File: src/rtl/boot_fe_pkg.sv
// constants, types and state layout of the serial boot front end
// assumes one 20 MHz clock and an Avalon-MM master for software
// Notes on behaviour
// - system clock 16 MHz from internal oscillator
// - first 2 Kbytes of RAM kept for boot
// - frames are 8 data, even parity, one stop
// - watchdog prescaler at maximum, refreshed periodically
// - tick timer measures host bit rate
// - poll both ports until one is selected
// - sync byte 0x7F starts autobaud, then commands
// - other port disabled once one is selected
// - jump returns used settings to reset values
// - flash written by half pages, unaligned starts
// - write address and count multiples of 4
// - data memory 0x08080000-0x08080FFF readable, writable
// - data memory erased by writes, never by erase
// - option bytes at 0x1FF80000, levels 0 to 2
// - read protect sets level 1
// - read unprotect sets level 0
// - no whole-memory erase command
// - level 1 then level 0 erases flash
// - regulator range 2 in boot mode
// - only the listed command codes accepted
// - rejections answered with byte 0x1F
`default_nettype none
package boot_fe_pkg;
   localparam int unsigned CLK_HZ     = 20_000_000;
   localparam int unsigned REFRESH_US = 1000;
   localparam logic [7:0]  SYS_CLK_MHZ   = 8'h10;
   localparam logic [1:0]  VREG_RANGE    = 2'h2;
   localparam logic [2:0]  WDT_PRESC_MAX = 3'h7;
   localparam logic [1:0]  STRAP_WAIT    = 2'h3;
   localparam logic [7:0]  SYNC_BYTE     = 8'h7F;
   localparam logic [7:0]  NACK_BYTE     = 8'h1F;
   localparam logic [3:0]  RX_LAST_BIT   = 4'h9;
   localparam logic [3:0]  TX_FRAME_BITS = 4'hB;
   localparam logic [31:0] FLASH_BASE = 32'h0800_0000;
   localparam logic [31:0] FLASH_LAST = 32'h0801_FFFF;
   localparam logic [31:0] DMEM_BASE  = 32'h0808_0000;
   localparam logic [31:0] DMEM_LAST  = 32'h0808_0FFF;
   localparam logic [31:0] SRAM_BASE  = 32'h2000_0000;
   localparam logic [31:0] SRAM_USER  = 32'h2000_0800;
   localparam logic [31:0] SRAM_LAST  = 32'h2000_3FFF;
   localparam logic [31:0] OPT_BASE   = 32'h1FF8_0000;
   localparam logic [31:0] OPT_LAST   = 32'h1FF8_001F;
   localparam logic [31:0] SYS_BASE   = 32'h1FF0_0000;
   localparam logic [31:0] SYS_LAST   = 32'h1FF0_0FFF;
   localparam logic [31:0] ALIGN_MASK = 32'h0000_0003;
   localparam logic [31:0] HALF_PAGE_MASK = 32'hFFFF_FF80;
   localparam logic [31:0] ERASE_ALL  = 32'hFFFF_FFFF;
   localparam logic [5:0]  REG_CTRL   = 6'h00;
   localparam logic [5:0]  REG_STATUS = 6'h04;
   localparam logic [5:0]  REG_BAUD   = 6'h08;
   localparam logic [5:0]  REG_CMD    = 6'h0C;
   localparam logic [5:0]  REG_RXD    = 6'h10;
   localparam logic [5:0]  REG_TXD    = 6'h14;
   localparam logic [5:0]  REG_ADDR   = 6'h18;
   localparam logic [5:0]  REG_COUNT  = 6'h1C;
   localparam logic [5:0]  REG_HPAGE  = 6'h20;
   localparam logic [1:0]  KIND_WRITE = 2'h0;
   localparam logic [1:0]  KIND_ERASE = 2'h1;
   localparam logic [1:0]  KIND_READ  = 2'h2;
   localparam logic [1:0]  PORT_NONE  = 2'h0;
   localparam logic [1:0]  LEVEL_0    = 2'h0;
   localparam logic [1:0]  LEVEL_1    = 2'h1;
   localparam logic [1:0]  LEVEL_2    = 2'h2;

   typedef enum logic [2:0] {S_STRAP, S_OFF, S_DETECT, S_CMD, S_DONE} top_state_t;
   typedef enum logic [1:0] {RX_OFF, RX_IDLE, RX_MEAS, RX_BITS} rx_phase_t;

   typedef struct packed {
      rx_phase_t   phase;
      logic [2:0]  sync;
      logic        level;
      logic [15:0] cnt;
      logic [15:0] per;
      logic [3:0]  bitn;
      logic [9:0]  shift;
      logic        got;
   } rx_t;

   typedef struct packed {
      logic [24:0] rsvd;
      logic [1:0]  kind;
      logic        check;
      logic        cmd_done;
      logic        unprot;
      logic        prot;
      logic        go;
   } ctrl_t;

   typedef struct packed {
      logic [18:0] rsvd;
      logic        boot_active;
      logic        dmem_write;
      logic        check_ok;
      logic        tx_busy;
      logic        rx_avail;
      logic        cmd_pend;
      logic [1:0]  prot;
      logic [2:0]  st;
      logic [1:0]  port;
   } status_t;

   typedef struct packed {
      top_state_t  st;
      logic [2:0]  sp;
      logic [2:0]  ss;
      logic [1:0]  wait_n;
      rx_t [1:0]   rx;
      logic [1:0]  port;
      logic [15:0] baud;
      logic [10:0] tx_sh;
      logic [3:0]  tx_n;
      logic [15:0] tx_cnt;
      logic        tx_busy;
      logic        tx1;
      logic        tx2;
      logic        nack_req;
      logic [7:0]  cmd;
      logic        cmd_pend;
      logic [7:0]  rxd;
      logic        rx_avail;
      logic [31:0] addr;
      logic [31:0] count;
      logic        chk_ok;
      logic        dmem_wr;
      logic [1:0]  prot;
      logic [31:0] wd_cnt;
      logic        wd_pulse;
      logic        jump;
      logic        erase_all;
      logic        ack;
      logic [31:0] rdata;
   } state_t;

   function automatic logic cmd_ok(input logic [7:0] c);
      case (c)
         8'h00, 8'h01, 8'h02, 8'h11, 8'h21, 8'h31,
         8'h43, 8'h44, 8'h63, 8'h73, 8'h82, 8'h92: cmd_ok = 1'b1;
         default: cmd_ok = 1'b0;
      endcase
   endfunction : cmd_ok
endpackage : boot_fe_pkg
`default_nettype wire

File: src/rtl/boot_fe.sv
// serial boot front end: strap capture, port detection, autobaud,
// command screening, address checks, protection levels
// assumes host-side RS-232 transceiver and an Avalon-MM master
//
// The register offsets and the Avalon-MM slave port were chosen for this implementation.
`default_nettype none
module boot_fe
   import boot_fe_pkg::*;
#(
   parameter int unsigned REFRESH_CYC = CLK_HZ / 1_000_000 * REFRESH_US
) (
   // clock and reset
   input  wire logic        clk,
   input  wire logic        rst,
   // boot straps
   input  wire logic        boot_select_primary_pin,
   input  wire logic        boot_select_secondary_pin,
   // serial ports
   input  wire logic        first_port_receive_input,
   input  wire logic        second_port_receive_input,
   output logic             first_port_transmit_output,
   output logic             second_port_transmit_output,
   // register bus
   input  wire logic [5:0]  avs_address,
   input  wire logic        avs_read,
   input  wire logic        avs_write,
   input  wire logic [31:0] avs_writedata,
   input  wire logic [3:0]  avs_byteenable,
   output logic [31:0]      avs_readdata,
   output logic             avs_waitrequest,
   // system controls
   output logic             boot_active,
   output logic             sysclk_from_internal_rc,
   output logic [7:0]       sysclk_mhz,
   output logic [1:0]       regulator_range,
   output logic [2:0]       watchdog_prescaler,
   output logic             watchdog_refresh,
   output logic [1:0]       protection_level,
   output logic             flash_mass_erase,
   output logic             app_jump
);

   state_t s;
   state_t next_s;

   function automatic rx_t rx_step(input rx_t r, input logic pin, input logic en,
                                   input logic det);
      rx_t n;
      logic fall;
      logic rise;
      logic good;
      n = r;
      n.got = 1'b0;
      n.sync = {r.sync[1:0], pin};
      // only the agreeing second and third stages move the level
      if (r.sync[1] == r.sync[2]) begin
         n.level = r.sync[2];
      end
      fall = r.level & ~n.level;
      rise = ~r.level & n.level;
      good = 1'b0;
      case (r.phase)
         RX_OFF: begin
            if (en) begin
               n.phase = RX_IDLE;
            end
         end
         RX_IDLE: begin
            if (fall && r.per == 16'h0000) begin
               n.cnt = 16'h0000;
               n.phase = RX_MEAS;
            end else if (fall) begin
               n.cnt = r.per + (r.per >> 1);
               n.bitn = 4'h0;
               n.phase = RX_BITS;
            end
         end
         RX_MEAS: begin
            n.cnt = r.cnt + 16'h0001;
            if (rise) begin
               n.per = n.cnt;
               n.cnt = n.cnt >> 1;
               n.bitn = 4'h0;
               n.phase = RX_BITS;
            end else if (n.cnt == 16'hFFFF) begin
               n.phase = RX_IDLE;
            end
         end
         RX_BITS: begin
            if (r.cnt == 16'h0000) begin
               n.shift = {n.level, r.shift[9:1]};
               n.bitn = r.bitn + 4'h1;
               n.cnt = r.per - 16'h0001;
               if (r.bitn == RX_LAST_BIT) begin
                  n.phase = RX_IDLE;
                  good = n.shift[9] & ~(^n.shift[8:0]);
                  n.got = good;
                  // a wrong first byte restarts the rate search
                  if (det && !(good && n.shift[7:0] == SYNC_BYTE)) begin
                     n.per = 16'h0000;
                  end
               end
            end else begin
               n.cnt = r.cnt - 16'h0001;
            end
         end
         default: n.phase = RX_OFF;
      endcase
      if (!en) begin
         n.phase = RX_OFF;
      end
      return n;
   endfunction : rx_step

   function automatic logic in_rng(input logic [31:0] a, input logic [31:0] e,
                                   input logic [31:0] lo, input logic [31:0] hi);
      return (a >= lo) && (e <= hi) && (e >= a);
   endfunction : in_rng

   // returns {accepted, data memory write}
   function automatic logic [1:0] addr_check(input logic [31:0] a, input logic [31:0] c,
                                             input logic [1:0] k, input logic [1:0] p);
      logic [31:0] e;
      logic fl;
      logic dm;
      logic sr;
      logic ob;
      logic sm;
      logic al;
      logic ok;
      e = a + c - 32'h0000_0001;
      fl = in_rng(a, e, FLASH_BASE, FLASH_LAST);
      dm = in_rng(a, e, DMEM_BASE, DMEM_LAST);
      sr = in_rng(a, e, SRAM_USER, SRAM_LAST);
      ob = in_rng(a, e, OPT_BASE, OPT_LAST);
      sm = in_rng(a, e, SYS_BASE, SYS_LAST);
      al = ((a & ALIGN_MASK) == 32'h0) && ((c & ALIGN_MASK) == 32'h0) && (c != 32'h0);
      case (k)
         KIND_WRITE: ok = al && (fl || dm || sr || ob);
         KIND_ERASE: ok = fl && (c != ERASE_ALL) && (c != 32'h0);
         // read protection hides memory above level 0
         KIND_READ: ok = (p == LEVEL_0) && (c != 32'h0) && (fl || dm || sr || ob || sm);
         default: ok = 1'b0;
      endcase
      return {ok, dm && k == KIND_WRITE};
   endfunction : addr_check

   function automatic logic [31:0] be_merge(input logic [31:0] old, input logic [31:0] d,
                                            input logic [3:0] be);
      logic [31:0] r;
      r = old;
      for (int i = 0; i < 4; i++) begin
         if (be[i]) begin
            r[i*8 +: 8] = d[i*8 +: 8];
         end
      end
      return r;
   endfunction : be_merge

   logic        req;
   logic        done;
   logic        tx_hold;
   ctrl_t       wc;
   status_t     stat;
   logic [1:0]  chk;
   logic        port_en [2];
   logic        pins [2];
   logic [31:0] rd;

   assign req = avs_read | avs_write;
   assign done = req & s.ack;
   // transmit data waits while a byte is still going out
   assign tx_hold = avs_write && avs_address == REG_TXD && (s.tx_busy || s.nack_req);
   assign avs_waitrequest = req & ~s.ack;
   assign wc = ctrl_t'(avs_writedata);
   assign pins[0] = first_port_receive_input;
   assign pins[1] = second_port_receive_input;
   assign chk = addr_check(s.addr, s.count, wc.kind, s.prot);

   always_comb begin
      stat = '0;
      stat.boot_active = s.st == S_DETECT || s.st == S_CMD;
      stat.dmem_write = s.dmem_wr;
      stat.check_ok = s.chk_ok;
      stat.tx_busy = s.tx_busy | s.nack_req;
      stat.rx_avail = s.rx_avail;
      stat.cmd_pend = s.cmd_pend;
      stat.prot = s.prot;
      stat.st = s.st;
      stat.port = s.port;
      case (avs_address)
         REG_CTRL: rd = {30'h0, s.dmem_wr, s.chk_ok};
         REG_STATUS: rd = 32'(stat);
         REG_BAUD: rd = {16'h0000, s.baud};
         REG_CMD: rd = {24'h000000, s.cmd};
         REG_RXD: rd = {24'h000000, s.rxd};
         REG_ADDR: rd = s.addr;
         REG_COUNT: rd = s.count;
         // half page that the start falls in
         REG_HPAGE: rd = s.addr & HALF_PAGE_MASK;
         default: rd = 32'h0000_0000;
      endcase
   end

   always_comb begin
      next_s = s;
      next_s.ack = req & ~s.ack & ~tx_hold;
      next_s.jump = 1'b0;
      next_s.erase_all = 1'b0;
      next_s.wd_pulse = 1'b0;
      if (req && !s.ack) begin
         next_s.rdata = rd;
      end
      next_s.sp = {s.sp[1:0], boot_select_primary_pin};
      next_s.ss = {s.ss[1:0], boot_select_secondary_pin};

      if (s.wd_cnt >= 32'(REFRESH_CYC - 1)) begin
         next_s.wd_cnt = 32'h0000_0000;
         next_s.wd_pulse = stat.boot_active;
      end else begin
         next_s.wd_cnt = s.wd_cnt + 32'h0000_0001;
      end

      for (int i = 0; i < 2; i++) begin
         port_en[i] = s.st == S_DETECT || (s.st == S_CMD && s.port == 2'(i + 1));
         next_s.rx[i] = rx_step(s.rx[i], pins[i], port_en[i], s.st == S_DETECT);
      end

      // transmitter, one frame of start, data, parity, stop
      if (s.tx_busy) begin
         if (s.tx_cnt == 16'h0000) begin
            next_s.tx_n = s.tx_n - 4'h1;
            next_s.tx_sh = {1'b1, s.tx_sh[10:1]};
            next_s.tx_cnt = s.baud - 16'h0001;
            next_s.tx_busy = s.tx_n != 4'h1;
         end else begin
            next_s.tx_cnt = s.tx_cnt - 16'h0001;
         end
      end

      // bus writes and read side effects
      if (done && avs_read && avs_address == REG_RXD) begin
         next_s.rx_avail = 1'b0;
      end
      if (done && avs_write) begin
         case (avs_address)
            REG_CTRL: begin
               if (avs_byteenable[0]) begin
                  if (wc.cmd_done) begin
                     next_s.cmd_pend = 1'b0;
                  end
                  if (wc.check) begin
                     next_s.chk_ok = chk[1];
                     next_s.dmem_wr = chk[0];
                     if (!chk[1] && s.st == S_CMD) begin
                        next_s.nack_req = 1'b1;
                     end
                  end
                  if ((wc.prot || wc.unprot) && s.prot == LEVEL_2) begin
                     // level 2 is final
                     next_s.nack_req = s.st == S_CMD;
                  end else if (wc.unprot) begin
                     next_s.erase_all = s.prot == LEVEL_1;
                     next_s.prot = LEVEL_0;
                  end else if (wc.prot) begin
                     next_s.prot = LEVEL_1;
                  end
                  if (wc.go && s.st == S_CMD) begin
                     next_s.st = S_DONE;
                     next_s.jump = 1'b1;
                     next_s.port = PORT_NONE;
                     next_s.baud = 16'h0000;
                     next_s.rx = '0;
                     next_s.cmd_pend = 1'b0;
                     next_s.rx_avail = 1'b0;
                  end
               end
            end
            REG_TXD: begin
               if (avs_byteenable[0] && s.st == S_CMD) begin
                  // even parity on the way out
                  next_s.tx_sh = {1'b1, ^avs_writedata[7:0], avs_writedata[7:0], 1'b0};
                  next_s.tx_n = TX_FRAME_BITS;
                  next_s.tx_cnt = s.baud - 16'h0001;
                  next_s.tx_busy = 1'b1;
               end
            end
            REG_ADDR: next_s.addr = be_merge(s.addr, avs_writedata, avs_byteenable);
            REG_COUNT: next_s.count = be_merge(s.count, avs_writedata, avs_byteenable);
            default: ;
         endcase
      end

      case (s.st)
         S_STRAP: begin
            if (s.wait_n != STRAP_WAIT) begin
               next_s.wait_n = s.wait_n + 2'h1;
            end else if (s.sp[1] == s.sp[2] && s.ss[1] == s.ss[2]) begin
               next_s.st = (s.sp[2] && !s.ss[2]) ? S_DETECT : S_OFF;
            end
         end
         S_DETECT: begin
            // first clean sync wins, first port on a tie
            for (int i = 1; i >= 0; i--) begin
               if (next_s.rx[i].got && next_s.rx[i].shift[7:0] == SYNC_BYTE) begin
                  next_s.port = 2'(i + 1);
                  next_s.baud = next_s.rx[i].per;
                  next_s.st = S_CMD;
               end
            end
         end
         S_CMD: begin
            for (int i = 0; i < 2; i++) begin
               if (port_en[i] && next_s.rx[i].got) begin
                  if (s.cmd_pend) begin
                     next_s.rxd = next_s.rx[i].shift[7:0];
                     next_s.rx_avail = 1'b1;
                  end else if (cmd_ok(next_s.rx[i].shift[7:0])) begin
                     next_s.cmd = next_s.rx[i].shift[7:0];
                     next_s.cmd_pend = 1'b1;
                  end else begin
                     next_s.nack_req = 1'b1;
                  end
               end
            end
         end
         default: ;
      endcase

      // negative answer once the line is free
      if (s.nack_req && !next_s.tx_busy) begin
         next_s.nack_req = 1'b0;
         next_s.tx_sh = {1'b1, ^NACK_BYTE, NACK_BYTE, 1'b0};
         next_s.tx_n = TX_FRAME_BITS;
         next_s.tx_cnt = s.baud - 16'h0001;
         next_s.tx_busy = 1'b1;
      end
      if (next_s.st != S_CMD) begin
         next_s.tx_busy = 1'b0;
         next_s.nack_req = 1'b0;
      end
      // idle high on the port not chosen
      next_s.tx1 = (next_s.port == 2'h1 && next_s.tx_busy) ? next_s.tx_sh[0] : 1'b1;
      next_s.tx2 = (next_s.port == 2'h2 && next_s.tx_busy) ? next_s.tx_sh[0] : 1'b1;
   end

   always_ff @(posedge clk) begin
      if (rst) begin
         s <= '0;
         s.st <= S_STRAP;
         s.tx1 <= 1'b1;
         s.tx2 <= 1'b1;
         s.prot <= LEVEL_0;
      end else begin
         s <= next_s;
      end
   end

   assign avs_readdata = s.rdata;
   assign first_port_transmit_output = s.tx1;
   assign second_port_transmit_output = s.tx2;
   assign boot_active = stat.boot_active;
   // internal oscillator at 16 MHz while booting
   assign sysclk_from_internal_rc = stat.boot_active;
   assign sysclk_mhz = stat.boot_active ? SYS_CLK_MHZ : 8'h00;
   assign regulator_range = stat.boot_active ? VREG_RANGE : 2'h0;
   assign watchdog_prescaler = stat.boot_active ? WDT_PRESC_MAX : 3'h0;
   assign watchdog_refresh = s.wd_pulse;
   assign protection_level = s.prot;
   assign flash_mass_erase = s.erase_all;
   assign app_jump = s.jump;

endmodule : boot_fe
`default_nettype wire

File: config.mk
export PLATFORM = sky130hd
export DESIGN_NAME = boot_fe
export DESIGN_NICKNAME = d
export VERILOG_FILES = /design/src/rtl/boot_fe_pkg.sv /design/src/rtl/boot_fe.sv
export SDC_FILE = /design/constraint.sdc
export NUM_CORES = 1
export LEC_CHECK = 0
export BUFFER_PORTS_ARGS = -buffer_cell sky130_fd_sc_hd__buf_2
export CAP_MARGIN = 10
export CORE_MARGIN = 2
export CORE_UTILIZATION = 45
export CTS_CLUSTER_SIZE = 10
export DETAILED_ROUTE_END_ITERATION = 7
export GPL_ROUTABILITY_DRIVEN = 1
export PLACE_DENSITY_LB_ADDON = 0.12
export SKIP_CTS_REPAIR_TIMING = 1
export SYNTH_ARGS = -nofsm -noshare
export SYNTH_HDL_FRONTEND = slang
export SYNTH_SLANG_ARGS = --single-unit
export TNS_END_PERCENT = 5
File: constraint.sdc
create_clock -name clk -period 4.57 [get_ports clk]
set_input_delay 0.2285 -clock clk [delete_from_list [all_inputs] [get_ports clk]]
set_output_delay 0.2285 -clock clk [all_outputs]
set_load 0.1 [all_outputs]
# After elaboration in Yosys (flattened, before gate mapping)

Cells that the tools add are included.

Input bits: 50
Register bits: 322

Bitwise operators: 27
Reductions and logical operators: 101
Mux-type cells: 128
Equal/unequal tests: 62
Magnitude comparators: 12
$add $sub $neg: 17

Operators by type and width:

| cell                  | count |
|---|---|
| $mux 124              | 3 |
| $pmux 32 s8           | 1 |
| $mux 32               | 6 |
| $mux 16               | 11 |
| $mux 156              | 1 |
| $eq 8x7->1 const B    | 12 |
| $pmux 16 s3           | 2 |
| $sub 16x1->16 const B | 6 |
| $logic_not 16->1      | 5 |
| $mux 36               | 2 |
| $mux 69               | 1 |
| $ge 32x28->1 const B  | 2 |
| $ge 32x29->1 const B  | 2 |
| $le 32x28->1 const B  | 2 |
| $le 32x29->1 const B  | 2 |
| $logic_not 32->1      | 2 |
| $mux 8                | 8 |
| $pmux 16 s2           | 2 |
| $mux 31               | 2 |
| $mux 19               | 3 |
| $mux 18               | 3 |
| $logic_and 1x1->1     | 45 |
| $mux 2                | 20 |
| $mux 9                | 4 |
| 64 further kinds      | 200 |

# Longest topological paths before layout

Word-level depth: 27
Gate-level depth with buffers: 25
Depth with buffers taken out: 25

# Worst setup path before layout

No wires, ideal clock.

Path kind: reg-to-reg
From: register s[73] in the netlist's numbering
To: register s[154] in the netlist's numbering
Data required time: 4447 ps
Buffers on the path: 0
Library setup time: 123 ps
Arrival time: 4295 ps
Cell stages (with the launch flop): 22
Setup slack: 151 ps
Period minus slack after synthesis: 4419 ps
Path through: dfxtp_1 > inv_1 > ha_1 > inv_1 > ha_1 > inv_1 > fa_1 > nand2b_1 > a21oi_1 > o21ai_0 > o21ai_1 > nor2_1 > o41ai_1 > xor2_1 > ha_1 > nand4_1 > nor2_1 > nand2_1 > o311ai_0 > o221ai_2 > a311oi_1 > a21oi_1

Longest elaborated chain between the ends: 26
Elaborated cells between the ends (all ways): 48

Ends and longest elaborated chain:

| element                         | line                           | RTL |
|---|---|---|
| start: declaration              | boot_fe.sv:43                  | `state_t s;` |
| start signal: assignment        | boot_fe.sv:355                 | `s <= next_s;` |
| $add 32x32->32                  | boot_fe.sv:131                 | `e = a + c - 32'h0000_0001;` |
| $sub 32x1->32                   | boot_fe.sv:131                 |  |
| $le 32x28->1                    | boot_fe.sv:117                 | `return (a >= lo) && (e <= hi) && (e >= a);` |
| $logic_and 1x1->1 (2 in series) | boot_fe.sv:117                 |  |
| $logic_or 1x1->1 (3 in series)  | boot_fe.sv:139, boot_fe.sv:142 |  |
| $logic_or 1x1->1                | boot_fe.sv:142                 | `KIND_READ: ok = (p == LEVEL_0) && (c != 32'h0) && (fl \|\| dm \|\| sr \|\| ob \|\| sm);` |
| $logic_and 1x1->1               | boot_fe.sv:142                 |  |
| $pmux 1 s3 (*)                  | boot_fe.sv:138                 | `case (k)` |
| [... 7 more ...]                | n/a                            |  |
| $mux 1 (*)                      | boot_fe.sv:245                 | `if (done && avs_write) begin` |
| $mux 1                          | boot_fe.sv:318                 | `end else if (cmd_ok(next_s.rx[i].shift[7:0])) begin` |
| $mux 10                         | boot_fe.sv:315                 | `if (s.cmd_pend) begin` |
| $mux 19                         | boot_fe.sv:314                 | `if (port_en[i] && next_s.rx[i].got) begin` |
| $mux 1                          | boot_fe.sv:318                 |  |
| $mux 10                         | boot_fe.sv:315                 |  |
| $mux 19                         | boot_fe.sv:314                 |  |
| $mux 19 (*)                     | boot_fe.sv:294                 | `case (s.st)` |

Every way passes the cells marked *; elsewhere a longest branch is shown, timed or not.
A chain may end at the register's enable or synchronous reset.

# Worst setup path in the final report

From: register s[109] in the netlist's numbering
To: register s[71] in the netlist's numbering

Longest elaborated chain between the ends: 11
Elaborated cells between the ends (all ways): 32

Ends and longest elaborated chain:

| element                         | line |
|---|---|
| $add 32x32->32                  | boot_fe.sv:131 |
| $sub 32x1->32                   | boot_fe.sv:131 |
| $le 32x28->1                    | boot_fe.sv:117 |
| $logic_and 1x1->1 (2 in series) | boot_fe.sv:117 |
| $logic_or 1x1->1 (3 in series)  | boot_fe.sv:139, boot_fe.sv:142 |
| $logic_or 1x1->1                | boot_fe.sv:142 |
| $logic_and 1x1->1               | boot_fe.sv:142 |
| $pmux 1 s3 (*)                  | boot_fe.sv:138 |

Marks and branches as above.

==> flow_summary.ini <==
[layout]
syn_to_final_growth_pct = 14.6
final_util_pct = 52.1
num-nets-final = 3365
seq_area_um2 = 6430
fin_cells = 3838
fill_cells = 4918
drive_gt1_share_pct = 12.9
multiInputGateArea_um2 = 14800
antenna_cells = 0

[sta]
slew_viol_final = 0
period_share_pct = 96.7
worst_pin_slew_ns = 1.21
max_slew_margin_pct = 18.9
rsz0062_at_grt = true
fmax_mhz = 226
post-route-min-period_ns = 4.42
setup_violations = 0
hold_violations = 0
finalClockSkew_ns = 0.0255

[floorplanning]
core_um2 = 50000
dieArea_um2 = 52300
die_h_um = 229
pin_count = 105
core.rowCount = 82
die_w_um = 229
start_util_pct = 45.5

[yosys]
synthArstFlopShare_pct = 0
ys_seq_area_share_pct = 28.3
synth_cell_type_count = 89
synth-warning-count = 0
synth-seq-cells = 321
synth-main-ff-cell = dfxtp_1
avgSynthCellArea_um2 = 7.55
ys_top_cells_by_area = dfxtp_1 (28%), ha_1 (9.1%), nor2_1 (7.0%)
synth_top_cell_by_area = dfxtp_1
syn_inst = 3009
synth_area_um2 = 22700
synth_edf_count = 0
netlist.area_leader.share_pct = 28.3

[pwr]
p_int_w = 0.00477
p_clk_share_pct = 47.3
powerDensity_nw_per_um2 = 246
seqPwrFrac_pct = 44.5
ir_drop_mv = 0.212
swShare_pct = 25.4
p_switching_w = 0.00163
power.leakage_nw = 10.3
combPwrFrac_pct = 8.2

[critical_path]
cp-end-kind = register
crit_required_ns = 5.01
path_class = reg -> reg
cp-start-kind = register
arrival_ns = 4.86
critPathMaxFanout = 4

[route]
routed_wl_um = 77600
firstDrtPassIters = 7
viasPerCell = 5.85
wl_per_cell_um = 20.2
drc_errors = 0
drt_iter0_drc = 1958
vias = 22467
ant_nets = 0

[cts]
htreeDepth = 2
cts_sinks = 321
clock_latency_ns = 0.57
numCtsBuffers = 41
clk_pin_slew_ns = 0.06
root_buffer = clkbuf_16
cts_tree = done
clockBufferDepth = 3

[global_route]
grt_pass1_vias = 21222
grt_pass1_wl_um = 120000
grt_max_degree = 58
track_usage_pct = 28.8
grt.overflow.total = 0
antenna_found_initial = 1

[placed_design]
post-place-cells = 3747
place_hpwl_um = 59200
place_congestion = 0.962
place.port_buffers = 95

[outcome]
outcome = finished, final reports clean

[run]
drv_cap = 0

[min_path]
hold_class = in -> reg
[synthesized netlist by cell type (all sizes together) (47+ instances only)]
cell / number
nand4: 52
a21oi: 259
clkbuf: 131
o21ai: 138
inv: 214
a211oi: 52
mux2i: 98
nor4: 47
buf: 73
nor3: 71
nand3: 90
dfxtp: 321
a22oi: 78
nand2: 245
nor2: 428
xor2: 66
xnor2: 87
ha: 165
[path summary, 6_finish.rpt]
check | startpoint | to | slack, ns | cells past startpoint
worst max register to register | s[109] | s[71] | 0.15 | 21
worst min-delay path | avs_writedata[1] | s[105] | 0.004 | 3
worst max-delay path | s[109] | s[71] | 0.15 | 21
worst min register to register | s[308] | s[309] | 0.43 | 1
[flip-flops by register name (all words and copies together) (netlist names)]
name                         cells
app_jump                         1
watchdog_refresh                 1
flash_mass_erase                 1
avs_readdata                    32
next_s                           4
first_port_transmit_output       1
protection_level                 1
second_port_transmit_output      1
s                              279
[cell usage in the layout (no fill, tap or decap), drive strengths merged, types with 14 or more instances in the layout]
cell / count
inv: 216
clkbuf: 56
nand3b: 15
ha: 165
xor2: 66
nand2: 245
nor4: 47
dlygate4sd3: 25
and2: 25
or3: 22
a21o: 25
dfxtp: 321
nor2: 428
conb: 26
and3: 19
a22oi: 78
nand2b: 18
nor2b: 24
nand4: 52
nand3: 90
buf: 250
nor3: 71
o21ai: 138
o211ai: 14
a21oi: 259
a31oi: 23
a211oi: 52
a221oi: 19
xnor2: 87
mux2i: 98
[power by group through the flow]
stage / registers (W) / clock network [W] / logic (W)
final: 0.00285 / 0.00303 / 0.000524
after global routing: 0.00285 / 0.00320 / 0.000563
after CTS: 0.00285 / 0.00309 / 0.000490
after detailed placement: 0.00291 / 0 / 0.000488
after global placement: 0.00291 / 0 / 0.000483
after floorplan: 0.00290 / 0 / 0.000332
[stage by stage]
stage / setup WS (ns) / TNS (ns) / area, um2 / power [W] / hold slack, ns
2_1_floorplan: 0.151 / 0 / 22800 / 0.00323 / 0.325
3_5_place_dp: -0.255 / -0.593 / 24300 / 0.00340 / 0.416
4_1_cts: -0.306 / -0.744 / 25500 / 0.00643 / -0.139
3_3_place_gp: -0.174 / -0.379 / 24300 / 0.00339 / 0.415
6_report: 0.149 / 0 / 26000 / 0.00640 / 0.00379
5_1_grt: -0.0501 / -0.0996 / 26000 / 0.00661 / 0.000494
[metal layers]
| metal | global-route usage [%] | share of wire (%) |
|---|---|---|
| met4 | 12.3 | 4.7 |
| met5 | 0 | 0.015 |
| met2 | 47.6 | 46 |
| met1 | 37.7 | 43 |
| met3 | 3.64 | 6.0 |
[cell families (layout without fill, tap and decap cells)]
| group | Yosys count | after routing | share of synthesized area [%] |
|---|---|---|---|
| AOI/OAI and AO/OA | 721 | 721 | 20.1 |
| xor gates and xnor gates | 154 | 154 | 6.03 |
| adders and majority gates | 169 | 169 | 9.40 |
| buffers and inverters | 419 | 551 | 7.95 |
| DFF | 321 | 321 | 28.3 |
| muxes | 116 | 116 | 5.46 |
| other | 1 | 26 | 0.0165 |
| and+or+nand+nor | 1108 | 1108 | 22.8 |
[critical path: stages (launching register included)]
cell	delay, ns
dfxtp_1	0.37
inv_1	0.08
ha_1	0.29
inv_1	0.04
ha_1	0.35
o211ai_1	0.15
o211ai_1	0.36
nand3_1	0.22
nand3b_1	0.22
a21oi_1	0.12
xnor2_1	0.34
ha_1	0.33
nand4_1	0.11
nor2_1	0.08
a221oi_1	0.28
o21ai_1	0.13
a21oi_1	0.19
o311ai_2	0.13
buf_4	0.16
o221ai_2	0.07
o21ai_0	0.10
and3b_1	0.18
[layout make-up]
| class | instances | area share, % |
|---|---|---|
| clock buffers | 56 | 4.35 |
| clock inverters | 6 | 0.269 |
| inverters | 214 | 3.09 |
| multi-input cells | 2294 | 57.0 |
| flip-flops and latches | 321 | 24.7 |
| well taps | 672 | 3.23 |
| repair buffers | 275 | 7.33 |
No activity file was read; power rests on OpenSTA's default activity.
